==> src/rtl/pport_pkg.sv <==
package pport_pkg;
   // Register byte offsets
   localparam logic [7:0] OFS_CONTROL = 8'h00;
   localparam logic [7:0] OFS_STATUS = 8'h04;
   localparam logic [7:0] OFS_IRQ_STATUS = 8'h08;
   localparam logic [7:0] OFS_IRQ_MASK = 8'h0C;
   localparam logic [7:0] OFS_MASTER_DRIVE = 8'h10;
   localparam logic [7:0] OFS_IN_BUF0 = 8'h20;
   localparam logic [7:0] OFS_OUT_BUF0 = 8'h30;
   localparam logic [7:0] BUF_GROUP_MASK = 8'hF0;

   // Control fields
   localparam int CTL_ENABLE = 15;
   localparam int CTL_LATCH_EN = 11;
   localparam int CTL_MODE_HI = 9;
   localparam int CTL_MODE_LO = 8;
   localparam int CTL_CSF_HI = 7;
   localparam int CTL_CSF_LO = 6;
   localparam int CTL_ALP = 5;
   localparam int CTL_CS_POL = 3;
   localparam int CTL_WR_POL = 1;
   localparam int CTL_RD_POL = 0;
   localparam logic [15:0] CTL_WRITE_MASK = 16'h8BEB;
   localparam logic [15:0] CTL_RESET = 16'h0000;
   localparam logic [1:0] CSF_CHIP_SELECT = 2'b10;
   localparam logic [1:0] MODE_MASTER_2 = 2'b10;
   localparam logic [1:0] MODE_MASTER_1 = 2'b11;

   // Status fields
   localparam int ST_IN_ALL_FULL = 15;
   localparam int ST_IN_OVERFLOW = 14;
   localparam int ST_IN_FULL_LO = 8;
   localparam int ST_OUT_ALL_EMPTY = 7;
   localparam int ST_OUT_UNDERFLOW = 6;
   localparam int ST_OUT_EMPTY_LO = 0;

   // Interrupt events
   localparam int EV_HOST_WROTE = 0;
   localparam int EV_HOST_READ = 1;
   localparam int EV_OVERFLOW = 2;
   localparam int EV_UNDERFLOW = 3;

   // Master drive fields
   localparam int MD_CS = 0;
   localparam int MD_LATCH_LO = 1;
   localparam int MD_LATCH_HI = 2;
   localparam int MD_RD = 3;
   localparam int MD_WR = 4;
   localparam int MD_ADDR14 = 5;
   localparam int MD_ADDR_LO_PIN = 6;
   localparam int MD_ADDR_HI_PIN = 7;

   localparam int NUM_BUF = 4;

   typedef struct packed {
      logic cyc;
      logic stb;
      logic we;
      logic [7:0] adr;
      logic [3:0] sel;
      logic [31:0] dat;
   } wb_req_t;

   typedef struct packed {
      logic cs;
      logic rd;
      logic wr;
      logic [1:0] addr;
      logic [7:0] data;
   } pins_t;

   typedef struct packed {
      logic [15:0] ctrl;
      logic [7:0] master;
      logic [3:0][7:0] in_buf;
      logic [3:0] in_full;
      logic in_ovf;
      logic [3:0][7:0] out_buf;
      logic [3:0] out_empty;
      logic out_unf;
      logic [3:0] irq_stat;
      logic [3:0] irq_mask;
      pins_t s1;
      pins_t s2;
      logic rd_prev;
      logic wr_prev;
      logic [7:0] pdata;
      logic ack;
      logic [31:0] rdat;
   } state_t;
endpackage

==> src/rtl/parallel_port.sv <==
// Notes on behaviour
// - Chip-select function 10 makes pin a chip select; 01/00 address bit 14; 11 reserved.
// - Address latch polarity bit 5 sets latch strobes active-high or active-low.
// - Chip-select polarity bit 3 sets chip-select active-high or active-low.
// - In modes 00,01,10 write polarity bit 1 sets write strobe polarity.
// - In mode 11 write polarity bit sets enable strobe polarity.
// - In modes 00,01,10 read polarity bit 0 sets read strobe polarity.
// - In mode 11 read polarity bit sets read/write direction strobe polarity.
// - Polarity and function settings do not affect pins used as address lines.
// - Input all-full bit 15 set only when all four input buffers hold data.
// - Input overflow bit 14 set on host write to full buffer; software clears.
// - Per-buffer input full bits 11-8 set on data, cleared by software read.
// - Output all-empty bit 7 resets to one, set only when all buffers empty.
// - Output underflow bit 6 set on host read of empty buffer; software clears.
// - Per-buffer output empty bits 3-0 reset one, cleared by write until sent.
// - Status meaningful in slave modes; bits 31-16, 13-12, 5-4 read zero.
//
// Chosen here: the register addresses and the Wishbone slave port.
`timescale 1ns/1ps
module parallel_port
(
   input wire logic clk_i,
   input wire logic rst_i,
   input wire pport_pkg::wb_req_t wb_req_i,
   output logic wb_ack_o,
   output logic [31:0] wb_dat_o,
   output logic irq_o,
   input wire pport_pkg::pins_t pins_i,
   output logic [7:0] port_data_o,
   output logic port_data_oe_o,
   output logic chip_select_pin_o,
   output logic chip_select_pin_oe_o,
   output logic read_strobe_pin_o,
   output logic read_strobe_pin_oe_o,
   output logic write_strobe_pin_o,
   output logic write_strobe_pin_oe_o,
   output logic address_latch_low_strobe_o,
   output logic address_latch_high_strobe_o
);
   import pport_pkg::*;

   state_t q;
   state_t n;

   function automatic logic [15:0] merge16(input logic [15:0] old_v, input logic [15:0] new_v,
                                           input logic [1:0] sel);
      logic [15:0] r;
      r = old_v;
      if (sel[0])
      begin
         r[7:0] = new_v[7:0];
      end
      if (sel[1])
      begin
         r[15:8] = new_v[15:8];
      end
      return r;
   endfunction

   logic enabled;
   logic slave_mode;
   logic master_mode;
   logic [1:0] mode;
   logic [1:0] chip_select_function;
   logic cs_act;
   logic rd_act;
   logic wr_act;
   logic [31:0] status_word;

   ////////////////////////////////////////////////////////////////////////////////
   // Configuration decode
   assign enabled = q.ctrl[CTL_ENABLE];
   assign mode = q.ctrl[CTL_MODE_HI:CTL_MODE_LO];
   assign chip_select_function = q.ctrl[CTL_CSF_HI:CTL_CSF_LO];
   assign slave_mode = enabled & ~mode[1];
   assign master_mode = enabled & mode[1];

   // Slave side: pin in chip-select role is qualified by its polarity
   assign cs_act = (chip_select_function == CSF_CHIP_SELECT) ? (q.s2.cs == q.ctrl[CTL_CS_POL]) : 1'b1;
   assign rd_act = slave_mode & cs_act & (q.s2.rd == q.ctrl[CTL_RD_POL]);
   assign wr_act = slave_mode & cs_act & (q.s2.wr == q.ctrl[CTL_WR_POL]);

   always_comb
   begin
      status_word = 32'h0000_0000;
      status_word[ST_IN_ALL_FULL] = &q.in_full;
      status_word[ST_IN_OVERFLOW] = q.in_ovf;
      status_word[ST_IN_FULL_LO +: NUM_BUF] = q.in_full;
      status_word[ST_OUT_ALL_EMPTY] = &q.out_empty;
      status_word[ST_OUT_UNDERFLOW] = q.out_unf;
      status_word[ST_OUT_EMPTY_LO +: NUM_BUF] = q.out_empty;
   end

   ////////////////////////////////////////////////////////////////////////////////
   // Next state
   always_comb
   begin
      logic take;
      logic [1:0] bidx;
      logic [3:0] ev;
      logic [7:0] adr;
      n = q;
      take = wb_req_i.cyc & wb_req_i.stb & ~q.ack;
      adr = wb_req_i.adr;
      bidx = adr[3:2];
      ev = 4'h0;
      n.s1 = pins_i;
      n.s2 = q.s1;
      n.rd_prev = rd_act;
      n.wr_prev = wr_act;
      n.ack = take;

      // Software side
      if (take)
      begin
         n.rdat = 32'h0000_0000;
         if (wb_req_i.we)
         begin
            unique case (adr)
               OFS_CONTROL:
               begin
                  n.ctrl = merge16(q.ctrl, wb_req_i.dat[15:0], wb_req_i.sel[1:0])
                           & CTL_WRITE_MASK;
               end
               OFS_STATUS:
               begin
                  // Only a zero written to a sticky flag clears it
                  if (wb_req_i.sel[1] && !wb_req_i.dat[ST_IN_OVERFLOW])
                  begin
                     n.in_ovf = 1'b0;
                  end
                  if (wb_req_i.sel[0] && !wb_req_i.dat[ST_OUT_UNDERFLOW])
                  begin
                     n.out_unf = 1'b0;
                  end
               end
               OFS_IRQ_MASK:
               begin
                  if (wb_req_i.sel[0])
                  begin
                     n.irq_mask = wb_req_i.dat[3:0];
                  end
               end
               OFS_MASTER_DRIVE:
               begin
                  if (wb_req_i.sel[0])
                  begin
                     n.master = wb_req_i.dat[7:0];
                  end
               end
               default:
               begin
                  if ((adr & BUF_GROUP_MASK) == OFS_OUT_BUF0 && wb_req_i.sel[0])
                  begin
                     n.out_buf[bidx] = wb_req_i.dat[7:0];
                     n.out_empty[bidx] = 1'b0;
                  end
               end
            endcase
         end
         else
         begin
            unique case (adr)
               OFS_CONTROL: n.rdat = {16'h0000, q.ctrl};
               OFS_STATUS: n.rdat = status_word;
               OFS_IRQ_STATUS:
               begin
                  n.rdat = {28'h000_0000, q.irq_stat};
                  n.irq_stat = 4'h0;
               end
               OFS_IRQ_MASK: n.rdat = {28'h000_0000, q.irq_mask};
               OFS_MASTER_DRIVE: n.rdat = {24'h00_0000, q.master};
               default:
               begin
                  if ((adr & BUF_GROUP_MASK) == OFS_IN_BUF0)
                  begin
                     n.rdat = {24'h00_0000, q.in_buf[bidx]};
                     n.in_full[bidx] = 1'b0;
                  end
                  else if ((adr & BUF_GROUP_MASK) == OFS_OUT_BUF0)
                  begin
                     n.rdat = {24'h00_0000, q.out_buf[bidx]};
                  end
               end
            endcase
         end
      end

      // Host side, applied after software so a set wins over a clear
      if (wr_act && !q.wr_prev)
      begin
         if (n.in_full[q.s2.addr])
         begin
            n.in_ovf = 1'b1;
            ev[EV_OVERFLOW] = 1'b1;
         end
         else
         begin
            n.in_buf[q.s2.addr] = q.s2.data;
            n.in_full[q.s2.addr] = 1'b1;
            ev[EV_HOST_WROTE] = 1'b1;
         end
      end
      if (rd_act && !q.rd_prev)
      begin
         n.pdata = n.out_buf[q.s2.addr];
         if (n.out_empty[q.s2.addr])
         begin
            n.out_unf = 1'b1;
            ev[EV_UNDERFLOW] = 1'b1;
         end
         else
         begin
            n.out_empty[q.s2.addr] = 1'b1;
            ev[EV_HOST_READ] = 1'b1;
         end
      end
      n.irq_stat = n.irq_stat | ev;
   end

   ////////////////////////////////////////////////////////////////////////////////
   // State register
   always_ff @(posedge clk_i)
   begin
      if (rst_i)
      begin
         q <= '0;
         q.ctrl <= CTL_RESET;
         q.out_empty <= '1;
      end
      else
      begin
         q <= n;
      end
   end

   ////////////////////////////////////////////////////////////////////////////////
   // Outputs
   assign wb_ack_o = q.ack;
   assign wb_dat_o = q.rdat;
   assign irq_o = |(q.irq_stat & q.irq_mask);

   // Data is driven only once the latched byte is valid
   assign port_data_o = q.pdata;
   assign port_data_oe_o = rd_act & q.rd_prev;

   always_comb
   begin
      chip_select_pin_oe_o = master_mode;
      if (chip_select_function == CSF_CHIP_SELECT)
      begin
         chip_select_pin_o = ~(q.master[MD_CS] ^ q.ctrl[CTL_CS_POL]);
      end
      else
      begin
         chip_select_pin_o = q.master[MD_ADDR14];
      end
   end

   // Mode 10 drives read and write strobes; mode 11 drives direction and enable
   assign read_strobe_pin_oe_o = master_mode;
   assign read_strobe_pin_o = ~(q.master[MD_RD] ^ q.ctrl[CTL_RD_POL]);
   assign write_strobe_pin_oe_o = master_mode;
   assign write_strobe_pin_o = ~(q.master[MD_WR] ^ q.ctrl[CTL_WR_POL]);

   always_comb
   begin
      if (q.ctrl[CTL_LATCH_EN])
      begin
         address_latch_low_strobe_o = ~(q.master[MD_LATCH_LO] ^ q.ctrl[CTL_ALP]);
         address_latch_high_strobe_o = ~(q.master[MD_LATCH_HI] ^ q.ctrl[CTL_ALP]);
      end
      else
      begin
         address_latch_low_strobe_o = q.master[MD_ADDR_LO_PIN];
         address_latch_high_strobe_o = q.master[MD_ADDR_HI_PIN];
      end
   end
endmodule

==> config.mk <==
export PLATFORM = sky130hd
export DESIGN_NAME = parallel_port
export DESIGN_NICKNAME = d
export VERILOG_FILES = /design/src/rtl/pport_pkg.sv /design/src/rtl/parallel_port.sv
export SDC_FILE = /design/constraint.sdc
export NUM_CORES = 1
export LEC_CHECK = 0
export ABC_CLOCK_PERIOD_IN_PS = 3000
export BUFFER_PORTS_ARGS = -buffer_cell sky130_fd_sc_hd__clkbuf_2
export CAP_MARGIN = 0
export CORE_MARGIN = 2
export CORE_UTILIZATION = 45
export DETAILED_ROUTE_END_ITERATION = 8
export GPL_TIMING_DRIVEN = 0
export PLACE_DENSITY = 0.63
export SYNTH_ARGS = -nofsm -noshare
export SYNTH_HDL_FRONTEND = slang
export SYNTH_SLANG_ARGS = --single-unit
export TNS_END_PERCENT = 1
==> constraint.sdc <==
create_clock -name clk_i -period 3 [get_ports clk_i]
set_clock_uncertainty 0.15 [all_clocks]
set_input_delay 0.45 -clock clk_i [delete_from_list [all_inputs] [get_ports clk_i]]
set_output_delay 0.45 -clock clk_i [all_outputs]
set_load 0.02 [all_outputs]
==> results list <==
- Result of the run: finished, final reports clean
* Post-CTS setup repair buffer count: 0
* Fill cell instance count of the final layout: 1392
- Slew at the pin closest to its max-slew limit: 1050 ps
- In this run, post-CTS hold repair placed 0 buffers.
- Period utilisation layout: 0.881
- Top-level port count: 113
* Critical path depth in cells: 7
- Wire length of the first global-routing pass: 31400 µm
- Violation count after the first detailed-routing iteration: 404
- The cell family contributing the most delay on the critical path is simple AND/OR/NAND/NOR gates.
* Initial Util: 0.459
- H-Tree Level Count: 4
- Final-report hold violation count: 0
* Post-route setup TNS: 0 ps
- Measured along the x axis, the die boundary spans 129 µm.
- The cell sitting at the root of the clock tree is a sky130_fd_sc_hd__clkbuf_16.
- Slew margin rel.: 0.288
- Data on the critical path is required at its endpoint by 3150 ps.
- In the global route stage, met1 resource usage came out at 0.326.
- After global routing, the most crowded layer is met2.
- GR Layer Usage met2: 0.404
- Relative to the synthesized area, the layout overhead comes to 18.9%.
- Of the synthesized area, sequential elements account for 0.433.
- Synthesized instance count: 721
- Initial antenna violation count: 0
- Net total in the final layout: 890
* Buffers & Inverters on Critical Path: 3
- Count of buffers from port buffering: 70
- Largest net degree at the start of global routing: 17
* Highest-count cells in the layout ignoring fill and taps: 151 x sky130_fd_sc_hd__dfxtp_1, 119 x sky130_fd_sc_hd__nor2_1, 84 x sky130_fd_sc_hd__mux2i_1
- In the global route stage, met3 resource usage came out at 0.0491.
* Hold Path Depth: 2
* Worst IR drop on VDD: 0.000402 V
* Leak pwr: 3.70 nW
- Derived from the worst setup path, the maximum achievable clock frequency is 0.378 GHz.
- Ys async rst share: 0
- Cell-by-cell listing of the critical path: clkbuf_2, buf_4, buf_4, nor3b_1, nand3_1, o41ai_1, o21ai_0
- Weighted congestion at the end of routability-driven global placement: 0.905
* Half-perimeter wire length of the detailed placement result: 14900 µm
- Standard cell with the maximum stage delay on the critical path: sky130_fd_sc_hd__nor3b_1
- Clock latency at the later pin of the worst-skew pair: 430 ps
* Post-synthesis register bit count: 151
- Count of TritonRoute iterations in the first routing pass: 6
* Flip-flop cell with the highest count after synthesis: sky130_fd_sc_hd__dfxtp_1
- Total Die Area: 16500 µm²
* TritonCTS clock tree: done
- Number of enable flip-flop cells after synthesis: 0
- Synth unique cells: 63
* Most common cell after layout, fill and taps aside: sky130_fd_sc_hd__dfxtp_1
- The worst path in the final design needs a cycle of 2640 ps, including I/O delays and setup.
* Core Footprint: 15200 µm²
- For this run, the number of Yosys warnings is 0.
- Summed over all layers, the global routing overflow is 0.
- After clock tree synthesis, the repair step resized 0 gates.
- Along the worst path, the maximum fanout reaches 10.
* Total standard cell area after synthesis: 6980 µm²
- Setup violations remaining at the end of the flow were counted as 0.
- Maximum clock path buffer count: 2
- Average cell area after synthesis: 9.67 µm²
- Counting stages on the worst path, the most repeated cell is sky130_fd_sc_hd__buf_4.
- Kind of end point of the critical path: flop
- Post-Route WL: 20300 µm
* Area of all placed cells without fillers: 8300 µm²
- Crit start category: primary input
- Via count of the first global-routing pass: 5686
- In this run the power density over the cells is 561 nW/µm².
* Share of final-layout standard cells stronger than drive strength 1: 0.235
- Number of CTS-inserted buffers: 17
- After detailed routing, the average wire length per cell comes to 19.7 µm.
- In this run the core area contains 45 standard-cell rows.
* Max-Cap Viols: 0
- Ant diodes: 0
- Clock tree synthesis found a total of 151 sinks.
- In the routed layout, each cell is associated on average with a via count of 5.66.
* CP peak stage delay: 770 ps
- Worst R2R Path Depth: 6
- In this run the cell area measured after placement is 7640 µm².
- Number of remaining DRC errors: 0
- Clock slew at reported path FFs: 60 ps
- GR Util All Layers: 0.252
- Unrepaired setup endpoints after global routing: no
* Worst Path Arrival: 2790 ps
* Final Max Slew Viols: 0
* Path type of the worst setup path: primary input to flop
- In this run the remaining antenna-violating nets after routing total 0.
- Number of vias after detailed routing: 5826
* Hold WC Path Type: primary input to flop
- Vertical extent of the die: 129 µm
## cells in the mapped netlist, drive strengths merged, types with 3 or more instances
cell | count | area [µm²]
dfxtp | 151 | 3020
nand3 | 11 | 55.1
mux2i | 84 | 841
a32o | 3 | 30.0
a21o | 4 | 30.0
a2111oi | 3 | 28.8
o2111ai | 3 | 26.3
nor2 | 119 | 447
a21oi | 20 | 100
a22oi | 6 | 45.0
a221oi | 4 | 41.3
nand4 | 5 | 31.3
nand3b | 3 | 22.5
clkbuf | 28 | 105
mux2 | 11 | 135
o21ai | 12 | 60.1
nand2b | 9 | 56.3
o31a | 8 | 70.1
or4 | 3 | 26.3
inv | 4 | 15.0
o2bb2ai | 4 | 35.0
xor2 | 3 | 26.3
and2 | 4 | 25.0
nor4 | 3 | 18.8
mux4 | 16 | 360
o211ai | 3 | 22.5
xnor2 | 5 | 43.8
o41ai | 7 | 61.3
nand2 | 28 | 105
o22ai | 13 | 81.3
nor3b | 4 | 30.0
buf | 65 | 443
nor3 | 5 | 25.0
nor2b | 38 | 238
o32ai | 5 | 43.8
## metrics by stage
stage                     hold WS (ps)   util  worst slack, ps  power (mW)  cells
after global placement             272  0.502             35.1        2.33    996
final                             76.1  0.546              357        4.65   1029
after detailed placement           270  0.502             36.3        2.33    997
after CTS                         71.1  0.545              128        4.66   1029
after global routing              77.2  0.546              183        4.77   1029
after floorplan                    264      -              720        2.23    738
## routing by layer
layer  share of wire  wire length, µm
met2            0.45             9210
met3           0.065             1310
met1            0.44             8920
met5               0                0
met4           0.040              814
## sequential cells by signal, indices dropped and copies added (netlist names)
register	flops
mode	2
chip_select_function	2
wb_ack_o	1
q	110
port_data_o	8
n	13
wb_dat_o	14
enabled	1
## cells by family (layout without fill, tap and decap cells)
family | Yosys count | in the layout | share of synthesized area
other | 1 | 18 | 0.000538
AO/OA/AOI/OAI | 108 | 108 | 0.113
multiplexers | 111 | 111 | 0.192
buffers and inverters | 97 | 200 | 0.0807
flip-flops | 151 | 151 | 0.433
XOR/XNOR | 8 | 8 | 0.0100
AND/OR/NAND/NOR | 245 | 245 | 0.170
## power by group
group / internal (mW) / switching (mW) / total [mW]
registers: 2.02 / 0.00909 / 2.03
logic: 0.0866 / 0.178 / 0.265
clock network: 1.51 / 0.843 / 2.36
total: 3.62 / 1.03 / 4.65
## area by class of cell
type | count | area (µm²) | area share
inverter | 4 | 15.0 | 0.00181
multi-input combinational | 490 | 3460 | 0.417
clock buffer | 19 | 453 | 0.0546
buffer | 93 | 548 | 0.0661
timing repair buffer | 71 | 358 | 0.0431
tap | 188 | 235 | 0.0284
clock inverter | 13 | 201 | 0.0243
sequential | 151 | 3020 | 0.364
## final timing paths
| check | start | end | slack, ps |
|---|---|---|---|
| setup reg to reg | wb_ack_o | port_data_o[7] | 390 |
| hold / removal | pins_i[3] | n[46] | 80 |
| setup / recovery | wb_req_i[38] | q[114] | 360 |
| hold reg to reg | n[47] | q[47] | 280 |
No activity file was read; power rests on OpenSTA's default activity.
